### config.mk
export PLATFORM = sky130hd
export DESIGN_NAME = cbr_bus_release
export DESIGN_NICKNAME = d
export VERILOG_FILES = /design/src/hw/cbr_pkg.sv /design/src/hw/cbr_bus_release.sv
export VERILOG_INCLUDE_DIRS = /design/src /design/src/hw
export SDC_FILE = /design/constraint.sdc
export NUM_CORES = 1
export LEC_CHECK = 0
export ABC_AREA = 1
export ABC_CLOCK_PERIOD_IN_PS = 1650
export BUFFER_PORTS_ARGS = -buffer_cell sky130_fd_sc_hd__buf_2
export CORE_MARGIN = 2
export CORE_UTILIZATION = 35
export CTS_CLUSTER_SIZE = 30
export DETAILED_ROUTE_END_ITERATION = 10
export GPL_TIMING_DRIVEN = 0
export PLACE_DENSITY = 0.65
export SETUP_SLACK_MARGIN = 0.15
export SLEW_MARGIN = 20
export SYNTH_ARGS = -nofsm -noshare
export SYNTH_HDL_FRONTEND = slang
export SYNTH_SLANG_ARGS = --single-unit
### constraint.sdc
create_clock -name sys_clk_in -period 1.65 [get_ports sys_clk_in]
set_input_delay 0.0825 -clock sys_clk_in [delete_from_list [all_inputs] [get_ports sys_clk_in]]
set_output_delay 0.0825 -clock sys_clk_in [all_outputs]
set_load 0.05 [all_outputs]
### src/hw/cbr_cfg.svh
// Constants of the bus release and cycle status block
// Assumes inclusion by the design module only
`ifndef CBR_CFG_SVH
`define CBR_CFG_SVH
// ----------------------------------------
// Cycle status encodings
// ----------------------------------------
`define CBR_ST_INT_ACK_CYCLE 3'h0
`define CBR_ST_IORD 3'h1
`define CBR_ST_IOWR 3'h2
`define CBR_ST_HALT 3'h3
`define CBR_ST_CODE 3'h4
`define CBR_ST_MEMRD 3'h5
`define CBR_ST_MEMWR 3'h6
`define CBR_ST_PASSIVE 3'h7
// ----------------------------------------
// Queue status encodings
// ----------------------------------------
`define CBR_QS_NOP 2'h0
`define CBR_QS_FIRST 2'h1
`define CBR_QS_EMPTY 2'h2
`define CBR_QS_SUBSEQ 2'h3
// ----------------------------------------
// Timing counts (clocks)
// ----------------------------------------
`define CBR_IDLE_START_CLKS 3'h3
`define CBR_GAP_CLKS 2'h1
`endif

### src/hw/cbr_pkg.sv
// Types of the bus release and cycle status block
// Assumes cbr_cfg.svh on the include path
package cbr_pkg;
   // ----------------------------------------
   // Bus cycle phases, Gray along T1..T3 and through TW to T4
   // ----------------------------------------
   typedef enum logic [2:0] {
      CBR_TI = 3'h0,  // Idle
      CBR_T1 = 3'h1,
      CBR_T2 = 3'h3,
      CBR_T3 = 3'h2,
      CBR_TW = 3'h6,  // Wait state
      CBR_T4 = 3'h7
   } cbr_phase_t;
   // ----------------------------------------
   // Request/grant sequence states
   // ----------------------------------------
   typedef enum logic [2:0] {
      CBR_RG_IDLE = 3'h0,  // No request
      CBR_RG_PEND = 3'h1,  // Request seen, waiting release point
      CBR_RG_GNT = 3'h3,  // Grant pulse driven
      CBR_RG_HELD = 3'h2,  // Grant sequence state
      CBR_RG_GAP = 3'h6   // Idle clock after exchange
   } cbr_rg_t;
endpackage

### src/hw/cbr_bus_release.sv
// Bus hand-over arbiter and cycle status outputs of the processor core
// Assumes core cycle requests on sys_clk_in; pins resolved by the pad ring
//
// Operation
// - Hold seen: acknowledge at T4 or TI; code acknowledges at TI only, early_q stays low in minimum mode
// - Float bus together with the acknowledge
// - Hold low drops acknowledge; drive when needed
// - Status active T4..T2, passive from T3/ready
// - Status leaving passive in T4 starts cycle
// - Cycle status three-bit encoding table
// - Status floats weak high during grant
// - Two request/grant pins, first has priority
// - Request/grant pins read inactive when open
// - Grant pulse in T4/TI, then grant state
// - Third pulse ends tenure, reclaim next clock
// - Three pulses, then one idle clock
// - Memory-cycle release conditions at T4
// - Idle bus: release next or start cycle
// - Lock prefix asserts lock until next done
// - Interrupt ack cycles auto-lock T2 to T2
// - Lock floats weak high during grant
// - Queue status one clock later, never floats
// - Queue status two-bit encoding table
// - Mode select low: maximum-mode pin functions
// - Mode select high: minimum-mode hold pair
`include "cbr_cfg.svh"
module cbr_bus_release
   import cbr_pkg::*;
(
   input wire logic sys_clk_in,  // Processor clock
   input wire logic rst_n_in,  // Async reset, active low
   input wire logic config_min_max_select_in,  // Mode strap, high = minimum
   input wire logic hold_req_in,  // Minimum-mode hold request
   input wire logic ready_in,  // Transfer ready
   input wire logic req_grant_high_prio_in,  // Pin level, first request/grant
   input wire logic req_grant_low_prio_in,  // Pin level, second request/grant
   input wire logic cyc_req_in,  // Core wants a bus cycle
   input wire logic [2:0] cyc_type_in,  // Cycle status code of that cycle
   input wire logic cyc_odd_low_in,  // Cycle is low byte of odd word
   input wire logic lock_prefix_in,  // Lock-prefixed instruction running
   input wire logic [1:0] queue_op_in,  // Queue operation this clock
   output logic bus_release_ack_out,  // Hold acknowledge
   output logic bus_float_n_out,  // Low while bus and strobes float
   output logic [2:0] cycle_status_out,  // bit2..bit0
   output logic cycle_status_oe_n_out,  // Low while status driven
   output logic req_grant_high_prio_out,  // Always low when driven
   output logic req_grant_high_prio_oe_n_out,  // Low during grant pulse
   output logic req_grant_low_prio_out,
   output logic req_grant_low_prio_oe_n_out,
   output logic bus_lock_n_out,  // Bus lock, active low
   output logic bus_lock_oe_n_out,  // Low while lock driven
   output logic queue_track_hi_out,
   output logic queue_track_lo_out,
   output logic [2:0] bus_phase_out  // Current phase for the core
);
   // ----------------------------------------
   // Input synchronisers (pins and strap)
   // ----------------------------------------
   logic rg0_s1_q, rg0_s2_q;  // Request/grant pin stages
   logic rg1_s1_q, rg1_s2_q;
   logic mode_s1_q, mode_s2_q;  // Strap stages
   logic [1:0] rg_prev_q;  // Previous synced pin levels
   logic [1:0] echo_s1_q, echo_s2_q;  // Own grant pulse, delayed as the pins
   // Two flops on each pin level
   always_ff @(posedge sys_clk_in or negedge rst_n_in) begin
      if (!rst_n_in) begin
         rg0_s1_q <= 1'b1;
         rg0_s2_q <= 1'b1;
         rg1_s1_q <= 1'b1;
         rg1_s2_q <= 1'b1;
         mode_s1_q <= 1'b1;
         mode_s2_q <= 1'b1;
         rg_prev_q <= 2'h3;
         echo_s1_q <= 2'h0;
         echo_s2_q <= 2'h0;
      end else begin
         rg0_s1_q <= req_grant_high_prio_in;
         rg0_s2_q <= rg0_s1_q;
         rg1_s1_q <= req_grant_low_prio_in;
         rg1_s2_q <= rg1_s1_q;
         mode_s1_q <= config_min_max_select_in;
         mode_s2_q <= mode_s1_q;
         rg_prev_q <= {rg1_s2_q, rg0_s2_q};
         // Our grant pulse shows on the pin too; delay it like the pin
         echo_s1_q <= {!req_grant_low_prio_oe_n_out, !req_grant_high_prio_oe_n_out};
         echo_s2_q <= echo_s1_q;
      end
   end
   // ----------------------------------------
   // Decoded pin events
   // ----------------------------------------
   logic max_mode;  // Maximum-mode pin functions
   logic [1:0] rg_fall;  // Falling edge per pin
   assign max_mode = !mode_s2_q;
   // Open pins rest high through pull-up, so only a low edge counts
   // Echo of our own grant pulse is masked, else it would end the tenure
   assign rg_fall = rg_prev_q & ~{rg1_s2_q, rg0_s2_q} & ~echo_s2_q;
   // ----------------------------------------
   // Arbiter and bus phase state
   // ----------------------------------------
   cbr_phase_t phase_q, phase_d;  // Bus cycle phase
   cbr_rg_t rg_q, rg_d;  // Request/grant state
   logic who_q, who_d;  // Owner pin: 0 first, 1 second
   logic early_q, early_d;  // Request came by T2
   logic [2:0] idle_cnt_q, idle_cnt_d;  // Clocks idle since request
   logic ack_q, ack_d;  // Hold acknowledge
   logic [2:0] cyc_q, cyc_d;  // Latched cycle type
   logic odd_q, odd_d;  // Latched odd-low flag
   logic int_ack_cycle_second_q, int_ack_cycle_second_d;  // Next ack cycle is second
   logic int_ack_cycle_lock_q, int_ack_cycle_lock_d;  // Auto lock from ack cycles
   logic released;  // Bus floated this clock
   logic release_ok;  // Release conditions met at this boundary
   // Next arbiter and phase values
   always_comb begin
      phase_d = phase_q;
      rg_d = rg_q;
      who_d = who_q;
      early_d = early_q;
      idle_cnt_d = idle_cnt_q;
      ack_d = ack_q;
      cyc_d = cyc_q;
      odd_d = odd_q;
      int_ack_cycle_second_d = int_ack_cycle_second_q;
      int_ack_cycle_lock_d = int_ack_cycle_lock_q;
      released = ack_q || rg_q == CBR_RG_GNT || rg_q == CBR_RG_HELD;
      // Conditions checked at T4 of a memory cycle or while idle
      release_ok = (early_q || phase_q == CBR_TI) && !odd_q && !lock_prefix_in
         && !(cyc_q == `CBR_ST_INT_ACK_CYCLE && !int_ack_cycle_second_q);
      // Minimum mode hold pair, taken without synchroniser
      if (!max_mode) begin
         if (hold_req_in && !ack_q && (phase_q == CBR_T4 || phase_q == CBR_TI)
            && release_ok) begin
            ack_d = 1'b1;
         end else if (!hold_req_in && ack_q) begin
            ack_d = 1'b0;
         end
      end else begin
         ack_d = 1'b0;
      end
      // Request/grant sequence, first pin wins on ties
      case (rg_q)
         CBR_RG_IDLE: begin
            if (max_mode && rg_fall != 2'h0) begin
               rg_d = CBR_RG_PEND;
               who_d = !rg_fall[0];
               early_d = phase_q == CBR_T1 || phase_q == CBR_T2 || phase_q == CBR_TI;
               idle_cnt_d = 3'h0;
            end
         end
         CBR_RG_PEND: begin
            if ((phase_q == CBR_T4 || phase_q == CBR_TI) && release_ok) begin
               rg_d = CBR_RG_GNT;
            end
            if (phase_q == CBR_TI && idle_cnt_q < `CBR_IDLE_START_CLKS) begin
               idle_cnt_d = 3'(idle_cnt_q + 3'h1);
            end
            if (phase_q == CBR_T4 && !release_ok) begin
               early_d = 1'b1;  // Cleared again by the T4 branch of the phase sequencer
            end
         end
         CBR_RG_GNT: begin
            rg_d = CBR_RG_HELD;
         end
         CBR_RG_HELD: begin
            if (rg_fall[who_q]) begin
               rg_d = CBR_RG_GAP;
            end
         end
         CBR_RG_GAP: begin
            rg_d = CBR_RG_IDLE;
         end
         default: begin
            rg_d = CBR_RG_IDLE;
         end
      endcase
      // Bus cycle phase sequencer
      case (phase_q)
         CBR_TI: begin
            if (cyc_req_in && !released && rg_d != CBR_RG_GNT && !(ack_d && !ack_q)) begin
               phase_d = CBR_T1;
               cyc_d = cyc_type_in;
               odd_d = cyc_odd_low_in;
            end
         end
         CBR_T1: begin
            phase_d = CBR_T2;
            if (cyc_q == `CBR_ST_INT_ACK_CYCLE && int_ack_cycle_second_q) begin
               int_ack_cycle_lock_d = 1'b0;
            end else if (cyc_q == `CBR_ST_INT_ACK_CYCLE) begin
               int_ack_cycle_lock_d = max_mode;
            end
         end
         CBR_T2: begin
            phase_d = CBR_T3;
         end
         CBR_T3, CBR_TW: begin
            phase_d = ready_in ? CBR_T4 : CBR_TW;
         end
         CBR_T4: begin
            if (cyc_q == `CBR_ST_INT_ACK_CYCLE) begin
               int_ack_cycle_second_d = !int_ack_cycle_second_q;
            end
            early_d = 1'b0;
            cyc_d = `CBR_ST_PASSIVE;
            odd_d = 1'b0;
            if (cyc_req_in && rg_d != CBR_RG_GNT && !ack_d) begin
               phase_d = CBR_T1;
               cyc_d = cyc_type_in;
               odd_d = cyc_odd_low_in;
            end else begin
               phase_d = CBR_TI;
            end
         end
         default: begin
            phase_d = CBR_TI;
         end
      endcase
   end
   // Register arbiter and phase state
   always_ff @(posedge sys_clk_in or negedge rst_n_in) begin
      if (!rst_n_in) begin
         phase_q <= CBR_TI;
         rg_q <= CBR_RG_IDLE;
         who_q <= 1'b0;
         early_q <= 1'b0;
         idle_cnt_q <= 3'h0;
         ack_q <= 1'b0;
         cyc_q <= `CBR_ST_PASSIVE;
         odd_q <= 1'b0;
         int_ack_cycle_second_q <= 1'b0;
         int_ack_cycle_lock_q <= 1'b0;
      end else begin
         phase_q <= phase_d;
         rg_q <= rg_d;
         who_q <= who_d;
         early_q <= early_d;
         idle_cnt_q <= idle_cnt_d;
         ack_q <= ack_d;
         cyc_q <= cyc_d;
         odd_q <= odd_d;
         int_ack_cycle_second_q <= int_ack_cycle_second_d;
         int_ack_cycle_lock_q <= int_ack_cycle_lock_d;
      end
   end
   // ----------------------------------------
   // Pin output registers
   // ----------------------------------------
   logic [2:0] st_d;  // Next cycle status
   logic st_oe_n_d, lock_n_d, lock_oe_n_d, float_n_d;
   logic [1:0] qs_d;  // Next queue status
   // Next pin values
   always_comb begin
      float_n_d = !(ack_d || rg_d == CBR_RG_GNT || rg_d == CBR_RG_HELD);
      // Status active from T4 before a cycle through T2
      if (phase_d == CBR_T1 || phase_d == CBR_T2) begin
         st_d = cyc_d;
      end else if (phase_d == CBR_T4 && phase_q != CBR_T4 && cyc_req_in && rg_d == CBR_RG_IDLE) begin
         st_d = cyc_type_in;
      end else begin
         st_d = `CBR_ST_PASSIVE;
      end
      st_oe_n_d = !(max_mode && float_n_d);
      lock_n_d = !(lock_prefix_in || int_ack_cycle_lock_d);
      lock_oe_n_d = !float_n_d;
      qs_d = max_mode ? queue_op_in : `CBR_QS_NOP;
   end
   // Register pins; queue status never floats
   always_ff @(posedge sys_clk_in or negedge rst_n_in) begin
      if (!rst_n_in) begin
         bus_release_ack_out <= 1'b0;
         bus_float_n_out <= 1'b1;
         cycle_status_out <= `CBR_ST_PASSIVE;
         cycle_status_oe_n_out <= 1'b1;
         req_grant_high_prio_out <= 1'b0;
         req_grant_high_prio_oe_n_out <= 1'b1;
         req_grant_low_prio_out <= 1'b0;
         req_grant_low_prio_oe_n_out <= 1'b1;
         bus_lock_n_out <= 1'b1;
         bus_lock_oe_n_out <= 1'b1;
         queue_track_hi_out <= 1'b0;
         queue_track_lo_out <= 1'b0;
         bus_phase_out <= 3'h0;
      end else begin
         bus_release_ack_out <= ack_d;
         bus_float_n_out <= float_n_d;
         cycle_status_out <= st_d;
         cycle_status_oe_n_out <= st_oe_n_d;
         req_grant_high_prio_out <= 1'b0;
         req_grant_high_prio_oe_n_out <= !(rg_d == CBR_RG_GNT && !who_d);
         req_grant_low_prio_out <= 1'b0;
         req_grant_low_prio_oe_n_out <= !(rg_d == CBR_RG_GNT && who_d);
         bus_lock_n_out <= lock_n_d;
         bus_lock_oe_n_out <= lock_oe_n_d;
         queue_track_hi_out <= qs_d[1];
         queue_track_lo_out <= qs_d[0];
         bus_phase_out <= phase_d;
      end
   end
endmodule

Word-level counts from Yosys, hierarchy flattened
Cells that the tools add are included.
{"block": "classes", "n_lt_le_gt_ge": 1, "n_eq_ne": 18, "muxes": 31, "n_bitwise": 4, "n_reduce_logical": 65}
{"op": "1-bit logical AND", "n": 24}
{"op": "3-bit two-way mux", "n": 8}
{"op": "3-bit by 2-bit equality test with 1-bit output (second input constant)", "n": 7}
{"op": "1-bit logical NOT", "n": 20}
{"op": "1-bit two-way mux", "n": 17}
{"op": "3-bit one-hot mux with 5 select lines", "n": 1}
{"op": "3-bit logical NOT", "n": 4}
{"op": "3-bit one-hot mux with 4 select lines", "n": 1}
{"op": "1-bit logical OR", "n": 10}
{"op": "3-bit by 1-bit equality test with 1-bit output (second input constant)", "n": 3}
{"op": "3-bit equality test (second input constant)", "n": 3}
{"op": "3-bit inequality test (second input constant)", "n": 3}
{"op": "3-bit one-hot mux with 2 select lines", "n": 1}
{"op": "2-bit bitwise AND", "n": 2}
{"op": "2-bit inverter", "n": 2}
{"op": "1-bit one-hot mux with 2 select lines", "n": 2}
{"op": "2-bit AND reduction", "n": 2}
{"op": "2-bit nonzero test", "n": 2}
{"op": "3-bit by 2-bit inequality test with 1-bit output (second input constant)", "n": 1}
{"op": "3-bit AND reduction", "n": 1}
{"op": "3-bit nonzero test", "n": 1}
{"op": "1-bit by 2-bit < comparator with 1-bit output (second input constant)", "n": 1}
{"op": "2-bit two-way mux", "n": 1}
{"op": "2-bit by 1-bit inequality test with 1-bit output (second input constant)", "n": 1}
{"op": "2-bit OR reduction", "n": 1}
{"block": "word_totals", "ff_bits": 38, "inputBits": 15, "output_inout_bits": 17, "word_cells": 146}

Logic depth before layout (Yosys ltp)
Gate-level depths: netlist of the first run.
{"block": "depth", "ltp_word": 19, "mapped_depth": 12}

Worst setup path after synthesis of the first run
Ideal clock, no wire load.
{"block": "synth_path", "path_kind": "reg-to-reg", "startpoint": "register bus_phase_out[2] (netlist name)", "endpoint": "register cycle_status_out[2]", "arrival_time_ns": 1.669, "path_slack_ns": -0.094, "path_stages_with_launch": 12, "path_buffers": 0, "period_less_slack_ns": 1.744, "path_cell_list": "dfrtp_1 > inv_2 > o21ai_1 > nand3_2 > nor2_4 > nand3_2 > nand4_2 > nand3_4 > nand2_4 > inv_2 > nand2_1 > nand2_1"}
{"element": "end signal, assigned", "line": "cbr_bus_release.sv:272", "text": "cycle_status_out <= `CBR_ST_PASSIVE;"}
{"element": "end signal, assigned", "line": "cbr_bus_release.sv:286", "text": "cycle_status_out <= st_d;"}
{"element": "end, declared", "line": "cbr_bus_release.sv:44", "text": "output logic [2:0] cycle_status_out,"}

Final worst setup path of the first run
{"block": "layout_path", "startpoint": "register cyc_q[0]", "endpoint": "register cycle_status_out[2]"}
{"block": "layout_via", "elab_chain_len": 18}
{"element": "start, declared", "line": "cbr_bus_release.sv:107", "text": "logic [2:0] cyc_q, cyc_d;"}
{"element": "start signal, assigned", "line": "cbr_bus_release.sv:228", "text": "cyc_q <= `CBR_ST_PASSIVE;"}
{"element": "start signal, assigned", "line": "cbr_bus_release.sv:239", "text": "cyc_q <= cyc_d;"}
{"element": "3-bit logical NOT (no source line) (*)"}
{"element": "1-bit logical AND (*)", "line": "cbr_bus_release.sv:128", "text": "&& !(cyc_q == `CBR_ST_INT_ACK_CYCLE && !int_ack_cycle_second_q);"}
{"element": "1-bit logical NOT (*)", "line": "cbr_bus_release.sv:128"}
{"element": "1-bit logical AND (*)", "line": "cbr_bus_release.sv:127", "text": "release_ok = (early_q || phase_q == CBR_TI) && !odd_q && !lock_prefix_in"}
{"element": "1-bit logical AND (on tied branches)", "line": "cbr_bus_release.sv:151, cbr_bus_release.sv:132"}
{"element": "3-bit two-way mux / 1-bit two-way mux (equally long branches)", "line": "cbr_bus_release.sv:151, cbr_bus_release.sv:131"}
{"element": "3-bit one-hot mux with 4 select lines / 1-bit two-way mux (equally long branches)", "line": "cbr_bus_release.sv:141, cbr_bus_release.sv:130"}
{"element": "3-bit by 2-bit inequality test with 1-bit output / 1-bit logical AND (equally long branches)", "line": "cbr_bus_release.sv:179, cbr_bus_release.sv:206"}
{"element": "(+2 left out)"}
{"element": "1-bit two-way mux / 3-bit two-way mux (equally long branches)", "line": "cbr_bus_release.sv:206, cbr_bus_release.sv:179"}
{"element": "3-bit one-hot mux with 5 select lines (*)", "line": "cbr_bus_release.sv:177", "text": "case (phase_q)"}
{"element": "net phase_d[0]", "line": "cbr_bus_release.sv:101", "text": "cbr_phase_t phase_q, phase_d;"}
{"element": "3-bit equality test", "line": "cbr_bus_release.sv:257", "text": "end else if (phase_d == CBR_T4 && phase_q != CBR_T4 && cyc_req_in && rg_d == CBR_RG_IDLE) begin"}
{"element": "1-bit logical AND (3 in a row)", "line": "cbr_bus_release.sv:257"}
{"element": "3-bit two-way mux", "line": "cbr_bus_release.sv:257"}
{"element": "3-bit two-way mux (*)", "line": "cbr_bus_release.sv:255", "text": "if (phase_d == CBR_T1 || phase_d == CBR_T2) begin"}
{"element": "net st_d[2]", "line": "cbr_bus_release.sv:248", "text": "logic [2:0] st_d;"}
Mark *: on every way through the listed nets, which the timed path passes. The rest lies on a longest branch.
A chain may end at the register's enable or synchronous reset.

==> results of run 1 <==
==> metrics by stage <==
stage | instances | total power [W] | util [%] | TNS (ns) | hold slack (ns)
after floorplan | 168 | 0.002596 | - | 0 | -0.2131
after global placement | 249 | 0.002894 | 41.92 | 0 | 0.1868
after detailed placement | 249 | 0.002917 | 41.92 | -0.01377 | 0.1886
after CTS | 267 | 0.003820 | 47.27 | -0.04398 | 0.02872
after global routing | 271 | 0.004195 | 49.07 | -0.5754 | 0.04410
final | 271 | 0.003940 | 49.07 | -0.06579 | 0.03540
==> report_power, final <==
part           switching, W  total [W]  leakage, nW  internal, W
Sequential         0.000138    0.00139        0.438      0.00126
Combinational       0.00120    0.00174        0.594     0.000534
Clock              0.000319   0.000811       0.0585     0.000493
==> worst max-delay path, cell delays in order (launching register included) <==
cell	delay (ns)
dfstp_2	0.54
nor2_2	0.05
nand3b_1	0.12
nand2_2	0.10
nor2_4	0.21
nand2_4	0.11
nand4_1	0.14
nand3_4	0.10
nand2_4	0.10
inv_4	0.04
nand2_1	0.06
nand2_1	0.05
==> cell families after synthesis <==
group,share of synthesized area [%]
AOI/OAI and AO/OA,8.061
and+or+nand+nor,24.11
xor gates and xnor gates,0.5324
other,0.2279
DFF,59.32
buffers and inverters,7.757
==> routing by layer <==
layer,up-vias,GRT usage (%)
met5,-,0
met4,0,6.173
met3,7,4.028
met2,32,21.41
met1,608,19.00
li1,636,-
==> repair_timing <==
action                                  4_1_cts  5_1_grt
endpoints found under the hold margin        24        0
buffers inserted                              3        4
resized for setup                             6       12
pin swaps                                     7        7
hold buffers                                  7        0
endpoints found under the setup margin        8       13
==> layout make-up <==
| cell class | instances | area, um^2 |
|---|---|---|
| Tap cell | 52 | 65.06 |
| Fill cell | 423 | 2263 |
| Timing Repair Buffer | 43 | 271.5 |
| Inverter | 30 | 115.1 |
| Clock inverter | 1 | 30.03 |
| Buffer | 2 | 15.01 |
| Multi-Input combinational cell | 98 | 618.1 |
| Sequential cell | 38 | 979.7 |
| Clock buffer | 7 | 86.33 |
==> flip-flops by register name (all words and copies together), names as in the netlist, 2 cells and up <==
name and count:
cyc_q 3, cycle_status_out 3, rg_q 3, echo_s2_q 2, rg_prev_q 2, bus_phase_out 3, echo_s1_q 2
==> cell usage in the layout, fill, tap and decap left out, types with 4 or more instances in the layout <==
master         count
buf_4              8
nand3_4            4
inv_1             24
a21oi_1            5
nand3_2            4
nand2_1           29
buf_2             29
nand2_2            4
dlygate4sd3_1      7
clkbuf_8           6
nor2_1             8
dfstp_2           20
nand3_1            7
inv_2              5
dfrtp_1           15
==> worst paths after layout <==
check / depth (start not counted) / to
max in group asynchronous: 2 / bus_phase_out[1]
setup / recovery: 11 / cycle_status_out[2]
setup reg to reg: 11 / cycle_status_out[2]
hold / removal: 3 / odd_q
hold reg to reg: 0 / echo_s2_q[0]
min in group asynchronous: 2 / echo_s2_q[0]
==> qor.csv, run 1 <==
metric;value;unit
status;finished with violations;
violations;setup timing;
grt_setup_unrepaired;true;
synthCells;167;
antenna_found_initial;0;
worstSkewPairLatency;0.29;ns
vias;1283;
synth_top_flop_cell;dfstp_2;
worst_pin_slew;0.8184;ns
netlist_top_cells_area;dfstp_2 (32%), dfrtp_1 (27%), nand2_1 (7.3%);
setup_slack;-0.02943;ns
initial_core_util;37.02;%
met2_length;1685;um
htree_levels;2;
grt_pass1_vias;1151;
setup_viol;3;
clock_path_buffers;2;
via_per_inst;4.734;
wire_per_inst;12.88;um
nets;233;
cts_tree;built;
syn_area;0.001645;mm^2
top_layer_used;met4;
synth_edf_count;0;
layout-drive-gt1-share;44.75;%
critPathMaxFanout;4;
place_area;0.001863;mm^2
first_pass_iters;4;
place_ws;-0.01377;ns
path_clk_slew;0.07;ns
finalCriticalPeriod;1.679;ns
rows;24;
seq_area_frac_synth;59.32;%
hold_viol;0;
wl_met3;169;um
hp-start;cyc_odd_low_in;
io_pins;32;
place_hpwl;2302;um
slew_headroom;45.44;%
hp-class;input port to flip-flop;
gp_congestion;0.8135;
portBuffers;29;
critPathLaunchType;flip-flop;
grt_util_all_layers;14.17;%
drtIter0Drc;61;
diodes;0;
async_reset_ff_share;100.0;%
numCtsBuffers;5;
synthDistinctLibCells;31;
root_buffer;clkbuf_8;
endpoint_kind;flip-flop;
synth_area_per_cell;9.852;um^2
synth_top_area_share;31.94;%
arrival;1.91;ns
leakage;1.091;nW
power_density;1807;mW/mm^2
ff2ff_setup_slack;-0.03;ns
overflow;0;
ir_worst_vdd;0.6228;mV
wirelength;3491;um
finClkSkew;0.004933;ns
drtAntennaViolNets;0;
yosysTopAreaCell;dfstp_2;
design_area;0.002181;mm^2
fp.coreArea;0.004444;mm^2
die_x;72.57;um
dieArea;0.005266;mm^2
numClockSinks;38;
grt_max_degree;39;
synth_warnings;0;
synth-seq-cells;38;
reg2reg_from;cyc_q[0];
setup.worst_path.class;flip-flop to flip-flop;
crit_required;1.88;ns
maxCapViolations;0;
layout_worst_path_cycle_share;101.8;%
synth.most_common_cell;nand2_1;
area_growth;32.55;%
remaining_drc_errors;0;
die_h;72.57;um
fmax;595.4;MHz
ys_top_cells_by_count;nand2_1 (32), inv_1 (27), dfstp_2 (20);
cp-startpoint;cyc_q[0];
final_max_slew_viol_count;0;
wirelength_met1;1571;um
grt_pass1_wl;5547;um
No activity file was read; power rests on OpenSTA's default activity.
==> run 2: changes to the inputs <==
Settings changed: TNS_END_PERCENT from default to 1.
==> run 2 against run 1 <==
Effect of this change:
- the run still ends with setup timing left
- final cell count down 2.6%
- register-to-register slack better by 0.02 ns
- worst hold slack worse by 0.0079 ns
- global-route usage down 0.65 points
==> qor.csv, run 2 (synthesis gave the netlist of run 1 again) <==
metric;value;unit
clock_path_buffers;2;
worst_hold_slack;0.02755;ns
power_density;1770;mW/mm^2
worst_pin_slew;0.8115;ns
worstSkewPairLatency;0.29;ns
grt_pass1_vias;1137;
root_buffer;clkbuf_8;
gp_congestion;0.8180;
most-common-layout-cells;nand2_1 (32), buf_2 (29), inv_1 (25);
max_stage_delay;0.52;ns
wire_per_inst;12.26;um
cts_tree;built;
drtIter0Drc;74;
maxCapViolations;0;
drtAntennaViolNets;0;
r2r_end;cycle_status_out[0];
layout-drive-gt1-share;40.57;%
comb_power_share;43.0;%
crit_chain;inv_1, nand3b_1, nand2_2, nor2_4, nand3_2, nand4_2, nand3_4, nand2_4, inv_2, nand2_1, nand2_1;
cp-startpoint;cyc_q[1];
finalCriticalPeriod;1.661;ns
htree_levels;2;
grt_max_degree;39;
numClockSinks;38;
crit_buf_inv;2;
diodes;0;
initial_core_util;37.02;%
design_area;0.002042;mm^2
p_clk_share;18.5;%
portBuffers;29;
violations;setup timing;
final_max_slew_viol_count;0;
vias;1221;
path_common_cell;nand2_1;
wirelength;3237;um
sw_frac_of_total;43.73;%
hold_viol;0;
fmax;602.0;MHz
grt_util_all_layers;13.52;%
place_ws;-0.004722;ns
finClkSkew;0.002315;ns
p_sw;0.001581;W
p_int;0.002034;W
place_area;0.001863;mm^2
fp.coreArea;0.004444;mm^2
mostFrequentLayoutCell;nand2_1;
ir_worst_vdd;0.6524;mV
grt_pass1_wl;5319;um
area_growth;24.11;%
numCtsBuffers;5;
overflow;0;
hp-class;input port to flip-flop;
ff2ff_setup_slack;-0.01;ns
status;finished with violations;
critPathLaunchType;flip-flop;
slowest_stage;dfstp_2;
worstRegToRegCells;11;
layout_worst_path_cycle_share;100.7;%
nets;226;
critPathMaxFanout;4;
cp_top_family;simple AND/OR/NAND/NOR gates;
io_pins;32;
crit_required;1.88;ns
die_h;72.57;um
place_hpwl;2298;um
rows;24;
setup.worst_path.class;flip-flop to flip-flop;
setup_viol;3;
remaining_drc_errors;0;
pwr-share-seq;38.5;%
leakage;1.043;nW
dieArea;0.005266;mm^2
endpoint_kind;flip-flop;
path_clk_slew;0.07;ns
fin_setup_tns;-0.02204;ns
post_cts_buffers;0;
via_per_inst;4.625;
grt_setup_unrepaired;true;
fill_cells;447;
slew_headroom;45.90;%
reg2reg_from;cyc_q[1];
setup_slack;-0.01107;ns
first_pass_iters;4;
crit_end;cycle_status_out[0];
antenna_found_initial;0;
cp_num_cells;11;
arrival;1.89;ns
die_x;72.57;um
run 2: metal layers:
metal  up-vias  GRT usage (%)  part of all wire (%)
met4         0          6.584                   1.6
met5         -              0                     0
met3         5          4.444                   5.0
met1       567          18.87                    50
met2        29          18.79                    43
li1        620              -                     -
run 2: cell type report:
| type | instances | area [um^2] | area share, % |
|---|---|---|---|
| Sequential cell | 38 | 979.7 | 47.98 |
| Clock inverter | 2 | 12.51 | 0.6127 |
| Buffer | 2 | 15.01 | 0.7353 |
| Timing Repair Buffer | 36 | 215.2 | 10.54 |
| Inverter | 30 | 112.6 | 5.515 |
| Multi-Input combinational cell | 98 | 559.3 | 27.39 |
| Tap cell | 52 | 65.06 | 3.186 |
| Clock buffer | 6 | 82.58 | 4.044 |
run 2: what timing repair did:
action / in CTS / in global routing
resized for setup: 2 / 2
pin swaps: 1 / 1
hold buffers: 7 / 0
endpoints found under the hold margin: 24 / 0
endpoints found under the setup margin: 8 / 13
run 2: per-stage QoR:
stage / std cells / util (%) / total power (W)
4_1_cts: 264 / 45.81 / 0.003621
5_1_grt: 264 / 45.95 / 0.003862
2_1_floorplan: 168 / - / 0.002596
3_5_place_dp: 249 / 41.92 / 0.002918
3_3_place_gp: 249 / 41.92 / 0.002893
6_report: 264 / 45.95 / 0.003614
run 2: worst min path at each step:
stage	from	end	slack (ns)	depth (start not counted)
final	cyc_odd_low_in	odd_q	0.03	3
after floorplan	rst_n_in	bus_phase_out[0]	-0.21	0
after global placement	req_grant_high_prio_in	rg0_s1_q	0.19	1
after detailed placement	req_grant_high_prio_in	rg0_s1_q	0.19	1
after global routing	cyc_odd_low_in	odd_q	0.02	3
after CTS	cyc_odd_low_in	odd_q	0.02	3
run 2: power by group through the flow:
stage	clock, W	sequential, W	combinational [W]
detailed placement	0	0.00140	0.00152
global route	0.000732	0.00142	0.00171
CTS	0.000688	0.00139	0.00154
global placement	0	0.00140	0.00149
floorplan	0	0.00175	0.000844
finish	0.000668	0.00139	0.00155
run 2: tightest hold or removal path, delay by kind of cell:
| family | cells | cell delay [ns] |
|---|---|---|
| simple gates | 1 | 0.05 |
| buf+inv | 1 | 0.09 |
| compound gates | 1 | 0.06 |
==> run 3: changes to the inputs <==
--- a/config.mk
+++ b/config.mk
@@ -10,4 +10,5 @@
 export ABC_CLOCK_PERIOD_IN_PS = 1650
 export BUFFER_PORTS_ARGS = -buffer_cell sky130_fd_sc_hd__buf_2
+export CAP_MARGIN = 10
 export CORE_MARGIN = 2
 export CORE_UTILIZATION = 35
==> constraint.sdc (replaced) <==
create_clock -name sys_clk_in -period 1.65 [get_ports sys_clk_in]
set_input_delay 0.4125 -clock sys_clk_in [delete_from_list [all_inputs] [get_ports sys_clk_in]]
set_output_delay 0.4125 -clock sys_clk_in [all_outputs]
set_load 0.05 [all_outputs]
==> run 3 against run 2 <==
Effect of this change:
- sequential share of layout area rose by 1.4 points
- design area fell by 2.8%
- sequential power about the same
- the run still ends with setup timing left
- worst hold slack better by 0.18 ns
- maximum frequency barely moved
- total power about the same
==> qor.csv, run 3 (synthesis gave the netlist of run 1 again) <==
metric;value;unit
final_max_slew_viol_count;0;
die_h;72.57;um
place_inst;249;
vias;1195;
crit_chain;inv_1, nand3b_1, nand2_2, nor2_4, nand3_2, nand4_2, nand3_4, nand2_4, inv_2, nand2_1, nand2_1;
path_clk_slew;0.07;ns
ir_worst_vdd;0.6744;mV
numClockSinks;38;
endpoint_kind;flip-flop;
finClkSkew;0.002307;ns
hp-class;input port to asynchronous set/reset pin;
sw_frac_of_total;43.68;%
crit_required;1.88;ns
worst_pin_slew;0.8162;ns
path_common_cell;nand2_1;
cts_tree;built;
die_x;72.57;um
root_buffer;clkbuf_8;
p_clk_share;18.5;%
wire_per_inst;12.41;um
critPathMaxFanout;4;
p_total;0.003615;W
p_int;0.002036;W
finalCriticalPeriod;1.662;ns
fp.coreArea;0.004444;mm^2
remaining_drc_errors;0;
max_stage_delay;0.52;ns
cp_num_cells;11;
portBuffers;29;
maxCapViolations;0;
place_hpwl;2298;um
dieArea;0.005266;mm^2
slowest_stage;dfstp_2;
grt_max_degree;39;
nets;219;
initial_core_util;37.02;%
arrival;1.89;ns
io_pins;32;
via_per_inst;4.650;
leakage;1.021;nW
grt_util_all_layers;13.32;%
pwr-share-seq;38.5;%
diodes;0;
overflow;0;
power_density;1822;mW/mm^2
setup.worst_path.class;flip-flop to flip-flop;
first_pass_iters;4;
hold_viol;0;
cp_top_family;simple AND/OR/NAND/NOR gates;
setup_viol;3;
gp_congestion;0.8180;
drtIter0Drc;56;
cts_hold_buf;0;
violations;setup timing;
grt_setup_unrepaired;true;
numCtsBuffers;5;
worstRegToRegCells;11;
setup_slack;-0.01155;ns
htree_levels;2;
crit_buf_inv;2;
layout-drive-gt1-share;41.95;%
grt_pass1_vias;1123;
wirelength;3190;um
comb_power_share;43.0;%
p_sw;0.001579;W
slew_headroom;45.59;%
rows;24;
worstSkewPairLatency;0.29;ns
status;finished with violations;
grt_pass1_wl;5237;um
drtAntennaViolNets;0;
most-common-layout-cells;nand2_1 (32), inv_1 (25), buf_2 (24);
critPathLaunchType;flip-flop;
clock_path_buffers;2;
antenna_found_initial;0;
fmax;601.8;MHz
area_growth;20.61;%
mostFrequentLayoutCell;nand2_1;
layout.cells.non_filler;257;
layout_worst_path_cycle_share;100.7;%
-- run 3: worst paths after layout --
kind | start | to | slack (ns)
hold reg to reg | echo_s1_q[0] | echo_s2_q[0] | 0.35
min in group sys_clk_in | req_grant_low_prio_in | rg1_s1_q | 0.21
hold / removal | rst_n_in | rg_q[2] | 0.21
max in group asynchronous | rst_n_in | bus_phase_out[1] | 0.88
setup reg to reg | cyc_q[1] | cycle_status_out[0] | -0.01
setup / recovery | cyc_q[1] | cycle_status_out[0] | -0.01
-- run 3: cell type report --
class                      count  area [um^2]
fill                         444         2460
sequential                    38        979.7
multi-input combinational     98        559.3
timing repair buffer          29        157.7
inverter                      30        112.6
clock buffer                   6        82.58
tap                           52        65.06
buffer                         2        15.01
clock inverter                 2        12.51
-- run 3: timing repair --
action / in CTS / in global routing
setup buffers: 0 / 0
endpoints found under the setup margin: 8 / 18
resized for setup: 2 / 7
pin swaps: 1 / 1
gates cloned: 0 / 0
-- run 3: power groups by stage --
stage	Clock (W)	Combinational, W	Sequential [W]
2_1_floorplan	0	0.000844	0.00175
3_3_place_gp	0	0.00149	0.00140
3_5_place_dp	0	0.00152	0.00140
4_1_cts	0.000688	0.00153	0.00139
5_1_grt	0.000731	0.00171	0.00142
6_report	0.000668	0.00156	0.00139
-- run 3: per-layer routing --
metal	track usage (%)	part of all wire [%]	vias up
li1	-	-	606
met1	18.53	50	553
met2	18.48	43	31
met3	4.444	5.4	5
met4	6.584	1.6	0
met5	0	0	-
-- run 3: metrics by stage --
step	utilization [%]	setup TNS (ns)	cell area, um^2	hold WS [ns]	setup WS [ns]
2_1_floorplan	-	0	1653	0.1169	0.07153
3_3_place_gp	41.92	-0.07180	1863	0.3315	-0.02738
3_5_place_dp	41.92	-0.1416	1863	0.3347	-0.05261
4_1_cts	44.23	-0.006226	1966	0.2018	-0.006023
5_1_grt	44.65	-0.3999	1984	0.1965	-0.1262
6_report	44.65	-0.02367	1984	0.2101	-0.01155
